==> config.mk <==
export PLATFORM = sky130hd
export DESIGN_NAME = asf_top
export DESIGN_NICKNAME = d
export VERILOG_FILES = /design/src/inc/asf_pkg.sv /design/src/inc/asf_mem_if.sv /design/src/asf_store.sv /design/src/asf_top.sv
export VERILOG_INCLUDE_DIRS = /design/src /design/src/inc
export SDC_FILE = /design/constraint.sdc
export NUM_CORES = 1
export LEC_CHECK = 0
export CORE_MARGIN = 5
export CORE_UTILIZATION = 55
export DETAILED_ROUTE_END_ITERATION = 7
export DONT_BUFFER_PORTS = 1
export PLACE_DENSITY = 0.74
export SYNTH_ARGS = -nofsm -noshare
export SYNTH_HDL_FRONTEND = slang
export SYNTH_SLANG_ARGS = --single-unit
==> constraint.sdc <==
create_clock -name sys_clk -period 9.55 [get_ports sys_clk]
set_input_delay 1.4325 -clock sys_clk [delete_from_list [all_inputs] [get_ports sys_clk]]
set_output_delay 1.4325 -clock sys_clk [all_outputs]
set_load 0.02 [all_outputs]
==> src/inc/asf_params.svh <==
// Register offsets, field positions and reset values of the sample buffer
// Assumes inclusion by bare name from any design file
`ifndef ASF_PARAMS_SVH
`define ASF_PARAMS_SVH

`define ASF_DEPTH         32
`define ASF_SMP_W         12
`define ASF_CNT_W         6
`define ASF_PTR_W         5

`define ASF_OFS_X_LOW     8'h02
`define ASF_OFS_X_HIGH    8'h03
`define ASF_OFS_Y_LOW     8'h04
`define ASF_OFS_Y_HIGH    8'h05
`define ASF_OFS_Z_LOW     8'h06
`define ASF_OFS_Z_HIGH    8'h07
`define ASF_OFS_STATUS    8'h08
`define ASF_OFS_CONTROL   8'h14

`define ASF_RST_AXIS      8'h00
`define ASF_RST_CONTROL   8'h00

`define ASF_CTL_MODE_HI   7
`define ASF_CTL_MODE_LO   6
`define ASF_CTL_WM_HI     5
`define ASF_CTL_WM_LO     0

`define ASF_STS_WM_BIT    7
`define ASF_STS_FULL_BIT  6

`endif

==> src/inc/asf_pkg.sv <==
// Types shared by the sample buffer modules
// Assumes nothing beyond the params header
package asf_pkg;
	typedef enum logic [1:0] {ASF_BYPASS, ASF_FIFO, ASF_STREAM, ASF_TRIGGER} asf_mode_e;
	typedef logic [35:0] asf_sample_t;
endpackage

==> src/inc/asf_mem_if.sv <==
// Carrier between buffer control and sample storage
// Assumes a single clock domain
`timescale 1ns/10ps
interface asf_mem_if #(parameter int CNT_W = 6) ();
	import asf_pkg::*;
	logic              push;
	logic              over;
	asf_sample_t       push_data;
	logic              pop;
	asf_sample_t       pop_data;
	logic              keep;
	logic [CNT_W-1:0]  keep_n;
	logic              clear;
	logic [CNT_W-1:0]  count;
	logic              full;
	modport ctrl  (output push, over, push_data, pop, keep, keep_n, clear, input pop_data, count, full);
	modport store (input push, over, push_data, pop, keep, keep_n, clear, output pop_data, count, full);
endinterface

==> src/asf_store.sv <==
// Circular sample storage with push, pop, trim and clear
// Assumes one operation set per cycle from the controller
`timescale 1ns/10ps
`include "asf_params.svh"
module asf_store import asf_pkg::*; #(
	parameter int DEPTH = `ASF_DEPTH,
	parameter int PTR_W = `ASF_PTR_W,
	parameter int CNT_W = `ASF_CNT_W
) (
	input  wire logic  sys_clk,
	input  wire logic  rst_b,
	asf_mem_if.store   mem
);
	asf_sample_t       ram [DEPTH];
	logic [PTR_W-1:0]  wr_q;
	logic [PTR_W-1:0]  rd_q;
	logic [CNT_W-1:0]  cnt_q;
	logic              full;
	logic              do_pop;
	logic              do_push;
	logic              drop;

	assign full         = (cnt_q == CNT_W'(DEPTH));
	assign do_pop       = mem.pop && (cnt_q != '0);
	assign do_push      = mem.push && (!full || mem.over || do_pop);
	assign drop         = do_push && full && !do_pop;
	assign mem.count    = cnt_q;
	assign mem.full     = full;
	assign mem.pop_data = ram[rd_q];

	always_ff @(posedge sys_clk) begin
		if (do_push && !mem.clear && !mem.keep) begin
			ram[wr_q] <= mem.push_data;
		end
	end

	always_ff @(posedge sys_clk or negedge rst_b) begin
		if (!rst_b) begin
			wr_q  <= '0;
			rd_q  <= '0;
			cnt_q <= '0;
		end else if (mem.clear) begin
			wr_q  <= '0;
			rd_q  <= '0;
			cnt_q <= '0;
		end else if (mem.keep) begin
			if (cnt_q > mem.keep_n) begin
				rd_q  <= wr_q - PTR_W'(mem.keep_n);
				cnt_q <= mem.keep_n;
			end
		end else begin
			if (do_push) begin
				wr_q <= wr_q + 1'b1;
			end
			if (do_pop || drop) begin
				rd_q <= rd_q + 1'b1;
			end
			cnt_q <= cnt_q + CNT_W'(do_push && !drop) - CNT_W'(do_pop);
		end
	end
endmodule // asf_store

==> src/asf_top.sv <==
// Accelerometer sample buffer: modes, status, axis data registers
// Assumes host register strobes and samples come from logic on sys_clk
`timescale 1ns/10ps
`include "asf_params.svh"
module asf_top import asf_pkg::*; #(
	parameter int DEPTH = `ASF_DEPTH,
	parameter int SMP_W = `ASF_SMP_W,
	parameter int CNT_W = `ASF_CNT_W
) (
	input  wire logic              sys_clk,
	input  wire logic              rst_b,
	input  wire logic              smp_valid,
	input  wire logic [SMP_W-1:0]  smp_x,
	input  wire logic [SMP_W-1:0]  smp_y,
	input  wire logic [SMP_W-1:0]  smp_z,
	input  wire logic              trig_evt,
	input  wire logic [7:0]        host_addr,
	input  wire logic              host_wr,
	input  wire logic [7:0]        host_wdata,
	input  wire logic              host_rd,
	input  wire logic              host_txn_end,
	output logic      [7:0]        host_rdata,
	output logic                   buf_full,
	output logic                   buf_watermark
);
	asf_mem_if #(.CNT_W(CNT_W)) mem ();

	asf_store #(
		.DEPTH (DEPTH),
		.PTR_W ($clog2(DEPTH)),
		.CNT_W (CNT_W)
	) u_store (
		.sys_clk (sys_clk),
		.rst_b   (rst_b),
		.mem     (mem)
	);

	logic [7:0]        ctrl_q;
	asf_mode_e         mode;
	logic [CNT_W-1:0]  wm_level;
	logic              armed_q;
	logic              held_q;
	logic              touched_q;
	asf_sample_t       axis_q;
	logic              rd_axis;
	logic              rd_zhigh;
	logic              consume;
	logic              fire;
	logic              load;
	logic              wm_hit;
	logic [7:0]        status;
	logic [7:0]        rdata_d;

	assign mode     = asf_mode_e'(ctrl_q[`ASF_CTL_MODE_HI:`ASF_CTL_MODE_LO]);
	assign wm_level = CNT_W'(ctrl_q[`ASF_CTL_WM_HI:`ASF_CTL_WM_LO]);

	always_ff @(posedge sys_clk or negedge rst_b) begin
		if (!rst_b) begin
			ctrl_q <= `ASF_RST_CONTROL;
		end else if (host_wr && host_addr == `ASF_OFS_CONTROL) begin
			ctrl_q <= host_wdata;
		end
	end

	assign fire = (mode == ASF_TRIGGER) && armed_q && trig_evt;

	always_ff @(posedge sys_clk or negedge rst_b) begin
		if (!rst_b) begin
			armed_q <= 1'b1;
		end else if (mode == ASF_BYPASS) begin
			armed_q <= 1'b1;
		end else if (fire) begin
			armed_q <= 1'b0;
		end
	end

	assign mem.push      = smp_valid && (mode != ASF_BYPASS);
	assign mem.push_data = {smp_x, smp_y, smp_z};
	assign mem.over      = (mode == ASF_STREAM) || ((mode == ASF_TRIGGER) && armed_q);
	assign mem.keep      = fire;
	assign mem.keep_n    = wm_level;
	assign mem.clear     = (mode == ASF_BYPASS);
	// no stall back to the sensor

	assign rd_axis  = host_rd && (host_addr >= `ASF_OFS_X_LOW) && (host_addr <= `ASF_OFS_Z_HIGH);
	assign rd_zhigh = host_rd && (host_addr == `ASF_OFS_Z_HIGH);

	always_ff @(posedge sys_clk or negedge rst_b) begin
		if (!rst_b) begin
			touched_q <= 1'b0;
		end else if (rd_zhigh || host_txn_end || mode == ASF_BYPASS) begin
			touched_q <= 1'b0;
		end else if (rd_axis) begin
			touched_q <= 1'b1;
		end
	end

	assign consume = rd_zhigh || (host_txn_end && (touched_q || rd_axis));

	assign load    = (mode != ASF_BYPASS) && !fire && (mem.count != '0) && (!held_q || consume);
	assign mem.pop = load;

	always_ff @(posedge sys_clk or negedge rst_b) begin
		if (!rst_b) begin
			held_q <= 1'b0;
		end else if (mode == ASF_BYPASS) begin
			held_q <= 1'b0;
		end else if (load) begin
			held_q <= 1'b1;
		end else if (consume) begin
			held_q <= 1'b0;
		end
	end

	always_ff @(posedge sys_clk or negedge rst_b) begin
		if (!rst_b) begin
			axis_q <= '0;
		end else if (mode == ASF_BYPASS) begin
			if (smp_valid) begin
				axis_q <= {smp_x, smp_y, smp_z};
			end
		end else if (load) begin
			axis_q <= mem.pop_data;
		end
	end

	assign wm_hit = (wm_level != '0) && (mem.count >= wm_level);

	assign status = {wm_hit, mem.full, mem.count};

	always_comb begin
		rdata_d = 8'h00;
		unique case (host_addr)
			`ASF_OFS_X_LOW:   rdata_d = {axis_q[27:24], 4'h0};
			`ASF_OFS_X_HIGH:  rdata_d = axis_q[35:28];
			`ASF_OFS_Y_LOW:   rdata_d = {axis_q[15:12], 4'h0};
			`ASF_OFS_Y_HIGH:  rdata_d = axis_q[23:16];
			`ASF_OFS_Z_LOW:   rdata_d = {axis_q[3:0], 4'h0};
			`ASF_OFS_Z_HIGH:  rdata_d = axis_q[11:4];
			`ASF_OFS_STATUS:  rdata_d = status;
			`ASF_OFS_CONTROL: rdata_d = ctrl_q;
			default:          rdata_d = 8'h00;
		endcase
	end

	always_ff @(posedge sys_clk or negedge rst_b) begin
		if (!rst_b) begin
			host_rdata <= `ASF_RST_AXIS;
		end else if (host_rd) begin
			host_rdata <= rdata_d;
		end
	end

	always_ff @(posedge sys_clk or negedge rst_b) begin
		if (!rst_b) begin
			buf_full      <= 1'b0;
			buf_watermark <= 1'b0;
		end else begin
			buf_full      <= mem.full;
			buf_watermark <= wm_hit;
		end
	end

endmodule // asf_top

# --- Yosys cells after proc, flatten, opt, wreduce, memory -nomap -nowiden ---
# Memory sizes are Yosys's and may differ from the RTL's.
# Cells that the tools add are included.
op_classes:
  add_sub_neg: 5
  multipliers: 0
  n_div: 0
  order_cmp: 4
  eq_ne: 14
  n_shift: 0
  mux: 23
  bitwise: 0
  reduce_logical: 47
ops:
  columns: ["op", "n"]
  rows:
  - ["36-bit 2-to-1 mux", 3]
  - ["8-bit one-hot mux with 8 select lines", 1]
  - ["5-bit 2-to-1 mux", 7]
  - ["8-bit by 3-bit == test with 1-bit output (second input constant)", 4]
  - ["1-bit logical AND", 19]
  - ["6-bit 2-to-1 mux", 3]
  - ["8-bit by 2-bit == test with 1-bit output (second input constant)", 2]
  - ["6-bit nonzero test", 2]
  - ["5-bit by 1-bit adder with 5-bit output (second input constant)", 2]
  - ["2-bit nonzero test", 5]
  - ["1-bit logical OR", 9]
  - ["1-bit 2-to-1 mux", 9]
  - ["8-bit by 4-bit == test with 1-bit output (second input constant)", 1]
  - ["8-bit by 5-bit == test with 1-bit output (second input constant)", 1]
  - ["8-bit by 2-bit greater-or-equal comparator with 1-bit output (second input constant)", 1]
  - ["8-bit by 3-bit <= comparator with 1-bit output (second input constant)", 1]
  - ["6-bit by 1-bit adder with 6-bit output", 1]
  - ["6-bit == test (second input constant)", 1]
  - ["6-bit greater-or-equal comparator", 1]
  - ["6-bit greater-than comparator", 1]
  - ["1-bit zero test", 6]
  - ["2-bit AND reduction", 3]
  - ["3-bit nonzero test", 2]
  - ["6-bit by 1-bit subtractor with 6-bit output", 1]
  - ["other kinds (5)", 7]
word_totals:
  ff_bits: 73
  latchBits: 0
  ramBits: 1152
  rom_bits: 0
  inputBits: 59
  wordCells: 105
  memories: 1
memory_table:
  columns: ["name", "words", "word_bits", "rd", "rd_clocked_by_memory_dff", "wr", "line", "text"]
  rows:
  - ["u_store.ram", 32, 36, 1, 0, 1, "asf_store.sv:14", "asf_sample_t ram [DEPTH];"]

# --- Depth between registers and ports, before layout ---
depth:
  depth_word: 19
  ltp_mapped: 16

# --- Modules after synthesis ---
# From an unflattened synthesis, not the netlist that was laid out.
hier_totals:
  hier_cells: 2116
  area_unflattened_um2: 48477.7
modules_own_cells:
  columns: ["module", "instances", "cells_each", "area_each_um2"]
  rows:
  - ["asf_store", 1, 1847, 45195.8]
  - ["asf_top", 1, 269, 3281.9]

# --- Worst setup path before layout ---
# No wires, ideal clock.
synth_timing:
  path_type: "input-to-reg"
  from: "in host_addr[5]"
  to: "mem u_store.ram[30][0] (netlist name), enable pin"
  setup_ps: 429
  arrival_time_ps: 4611
  path_slack_ps: 4509
  cell_stages: 7
  path_buffers: 1
  path_cell_list: "or3_1 -> buf_4 -> nor4_4 -> a221o_4 -> a21bo_4 -> nand4_2 -> nor2_1"
synth_via:
  elab_chain_cells: 15
  word_cells_on_any_way: 18
  classes_between: "order compare: 2; eq/ne: 1; mux: 2; reduce/logical: 13"
synth_rtl:
  columns: ["item", "line", "text"]
  rows:
  - ["from (decl)", "asf_top.sv:17", "input wire logic [7:0] host_addr,"]
  - ["8-bit by 2-bit greater-or-equal comparator with 1-bit output (no source line)", null, null]
  - ["1-bit logical AND (2 in a row)", "asf_top.sv:85", "assign rd_axis = host_rd && (host_addr >= `ASF_OFS_X_LOW) && (host_addr <= `ASF_OFS_Z_HIGH);"]
  - ["1-bit logical OR", "asf_top.sv:98", "assign consume = rd_zhigh || (host_txn_end && (touched_q || rd_axis));"]
  - ["1-bit logical AND", "asf_top.sv:98", null]
  - ["1-bit logical OR (*)", "asf_top.sv:98", null]
  - ["1-bit logical OR (*)", "asf_top.sv:100", "assign load = (mode != ASF_BYPASS) && !fire && (mem.count != '0) && (!held_q || consume);"]
  - ["1-bit logical AND (*)", "asf_top.sv:100", null]
  - ["1-bit logical AND (*)", "asf_store.sv:24", "assign do_pop = mem.pop && (cnt_q != '0);"]
  - ["1-bit logical OR (*)", "asf_store.sv:25", "assign do_push = mem.push && (!full || mem.over || do_pop);"]
  - ["1-bit logical AND (*)", "asf_store.sv:25", null]
  - ["1-bit logical AND (*) (2 in a row)", "asf_store.sv:32", "if (do_push && !mem.clear && !mem.keep) begin"]
  - ["1-bit 2-to-1 mux (*)", "asf_store.sv:32", null]
  - ["1-bit 2-to-1 mux (implied by the code) (*)", "asf_store.sv:33", "ram[wr_q] <= mem.push_data;"]
  - ["to (decl)", "asf_store.sv:14", null]
# Mark *: on every way between the ends. The rest lies on a longest branch, timed or not.

# --- Worst setup path in the final report ---
layout_timing:
  from: "in host_addr[5]"
  to: "mem u_store.ram[25][32] (netlist name), enable pin"
# The elaborated chain is that of the path after synthesis.

==> impl_metrics.env <==
export IMPL_crit_required_ps=9820
export IMPL_clock_latency_ps=700
export IMPL_cts_tree="done"
export IMPL_post_route_util=0.615
export IMPL_path_class="in -> reg"
export IMPL_drcViolationCount=0
export IMPL_vdd_drop_max_uv=166
export IMPL_grtUsageTotal=0.240
export IMPL_post_dp_hpwl_mm=65.8
export IMPL_crit_fanout=36
export IMPL_final_cell_mix="edfxtp_1, mux4_2, o22ai_1"
export IMPL_setup_viol=0
export IMPL_final_cell_area_sq_um=52500
export IMPL_worst_slew_pin_slew_ps=1250
export IMPL_dr_wl_met2_mm=51.6
export IMPL_cts_sinks=1225
export IMPL_clock_fmax_mhz=218
export IMPL_synthAdderAreaFrac=0.00718
export IMPL_yosysWarningCount=0
export IMPL_cp_end_kind="flip-flop"
export IMPL_clockBufferDepth=3
export IMPL_worstReg2RegStart="ctrl_q[7]"
export IMPL_slew_headroom=0.161
export IMPL_regToRegSetupSlack_ps=5140
export IMPL_hold_slack_ps=447
export IMPL_fin_crit_sh=0.481
export IMPL_reg2regPathDepth=6
export IMPL_first_global_vias=23438
export IMPL_synth_mux_area_fraction=0.149
export IMPL_core_area_sq_um=85400
export IMPL_cts_buffers=115
export IMPL_avgSynthCellArea_sq_um=21.1
export IMPL_vias=23393
export IMPL_rsz0062_at_grt="no"
export IMPL_io_buffers=0
export IMPL_cpLargestDelayFamily="simple AND/OR/NAND/NOR gates"
export IMPL_avgViaCountPerCell=6.66
export IMPL_post_cts_resized=0
export IMPL_met1_length_mm=43.7
export IMPL_drive_above_1_share=0.230
export IMPL_synth_edf_count=1152
export IMPL_gp_congestion=0.887
export IMPL_hold_path_class="in -> async"
export IMPL_highest_layer="met4"
export IMPL_fin_crit_ps=4590
export IMPL_root_buffer="clkbuf_16"
export IMPL_synth_top_family_by_area="multiplexers"
export IMPL_fin_skew_ps=45.0
export IMPL_gr_total_overflow=0
export IMPL_postSynthCellCount=2244
export IMPL_synthSimpleGateAreaFrac=0.0239
export IMPL_crit_chain="or3_1, nor4_4, a221o_4, a21bo_4, nand4_2, nor2_4"
export IMPL_synth_seq_cells=1225
export IMPL_start_util=0.555
export IMPL_synthArstFlopShare=0.0596
export IMPL_synth_compound_area_frac=0.0375
export IMPL_fp_row_count=107
export IMPL_final_setup_tns_ps=0
export IMPL_worst_ep_arrival_time_ps=4860
export IMPL_cap_violations=0
export IMPL_slowest_stage="nor2_4"
export IMPL_cpPeakStageDelay_ps=1210
export IMPL_synth_xor_area_frac=0.00129
export IMPL_grt_max_degree=108
export IMPL_synth_cell_types=70
export IMPL_outcome="completed"
export IMPL_die_area_sq_um=92200
export IMPL_drt_iter0_drc=3195
export IMPL_dr_pass1_iters=6
export IMPL_totalWireLength_mm=109
export IMPL_r2r_end="u_store.ram[25][32]"
export IMPL_fin_nets=2354
export IMPL_ant_nets=0
export IMPL_wl_per_cell_microns=31.0
export IMPL_syn2layout_area_growth_pct=10.8
export IMPL_drv_slew=0
export IMPL_preCtsSetupSlack_ps=4270
export IMPL_worst_slack_ps=4960
export IMPL_cts_htree_levels=3
export IMPL_dr_wl_met3_mm=11.7
export IMPL_synth_area_sq_um=47400
export IMPL_synthFlopType="edfxtp_1"
export IMPL_antenna_found_initial=3
export IMPL_leakagePower_uw=0.0160
export IMPL_finalHoldViolations=0
export IMPL_die_x_microns=304
export IMPL_synth_fp_nets=2329
export IMPL_path_buf_inv=0
export IMPL_ctsHoldBuffers=0
export IMPL_place_area_sq_um=48900
export IMPL_final_common_cell="edfxtp_1"
export IMPL_clkTransAtPathRegs_ps=60
export IMPL_ys_seq_area_frac=0.768
export IMPL_grt_pass1_wl_mm=161
export IMPL_p_per_area_nw_per_um2=205
export IMPL_die_h_microns=304
export IMPL_start_kind="input pin"
export IMPL_cts_setup_buffers=0
export IMPL_boundaryPins=69
==> state kept, by name, indices dropped and copies added (netlist names) <==
name / cells
host_rdata: 8
u_store.wr_q: 5
armed_q: 1
u_store.rd_q: 5
held_q: 1
buf_watermark: 1
buf_full: 1
axis_q: 36
ctrl_q: 8
u_store.mem.count: 6
touched_q: 1
u_store.ram: 1152
==> layer usage <==
layer,track usage,up-vias
li1,-,9525
met1,0.372,12364
met2,0.365,1371
met3,0.0487,133
met4,0.0480,0
met5,0,-
==> stage by stage <==
step	cells	total power (uW)
final	3514	10800
after detailed placement	3296	6490
after CTS	3513	10800
after global placement	3296	6480
after global routing	3514	11100
after floorplan	2244	6370
==> power breakdown <==
part	leakage (uW)	total [uW]	internal, uW	switching, uW
sequential	0.0113	5930	5900	33.0
clock	0.00177	4380	2460	1930
combinational	0.00289	439	210	230
==> synthesized netlist by cell type (7+ instances only) <==
library cell / number / area, sq um
a21oi_1: 14 / 70.1
buf_1: 21 / 78.8
buf_2: 34 / 170
clkbuf_1: 65 / 244
dfrtp_1: 72 / 1800
edfxtp_1: 1152 / 34600
ha_1: 24 / 300
inv_1: 28 / 105
mux2_2: 9 / 101
mux2i_1: 45 / 450
mux4_2: 288 / 6490
nand2_1: 72 / 270
nand3_1: 7 / 35.0
nand3b_1: 8 / 60.1
nor2_1: 55 / 206
nor3_1: 7 / 35.0
nor4_1: 37 / 231
o21ai_0: 37 / 185
o21ai_1: 12 / 60.1
o22ai_1: 152 / 951
or3_1: 7 / 43.8
==> area by class of cell <==
type                       count  area (sq um)
sequential                  1225         36400
antenna                        1          2.50
timing repair buffer          30           288
tap                         1144          1430
inverter                      28           105
clock buffer                 149          3070
multi-input combinational    869         10600
clock inverter                68           572
fill                        5795         32900
==> how the worst max path moves through the flow <==
stage,slack [ps],cells past startpoint,startpoint,endpoint
2_1_floorplan,4510,7,host_addr[5],u_store.ram[30][0]
3_3_place_gp,4400,6,host_addr[5],u_store.ram[25][29]
3_5_place_dp,4270,6,host_addr[5],u_store.ram[25][26]
4_1_cts,4960,6,host_addr[5],u_store.ram[25][32]
5_1_grt,4830,6,host_addr[5],u_store.ram[25][32]
6_report,4960,6,host_addr[5],u_store.ram[25][32]
==> kinds of logic (layout without fill, tap and decap cells) <==
family                     Yosys count  count (layout)
DFF                               1225            1225
muxes                              343             343
other                                0               1
and+or+nand+nor                    221             221
adders and majority gates           26              26
xor gates and xnor gates             7               7
buffers and inverters              150             275
AOI/OAI and AO/OA                  272             272
No activity file was read; power rests on OpenSTA's default activity.
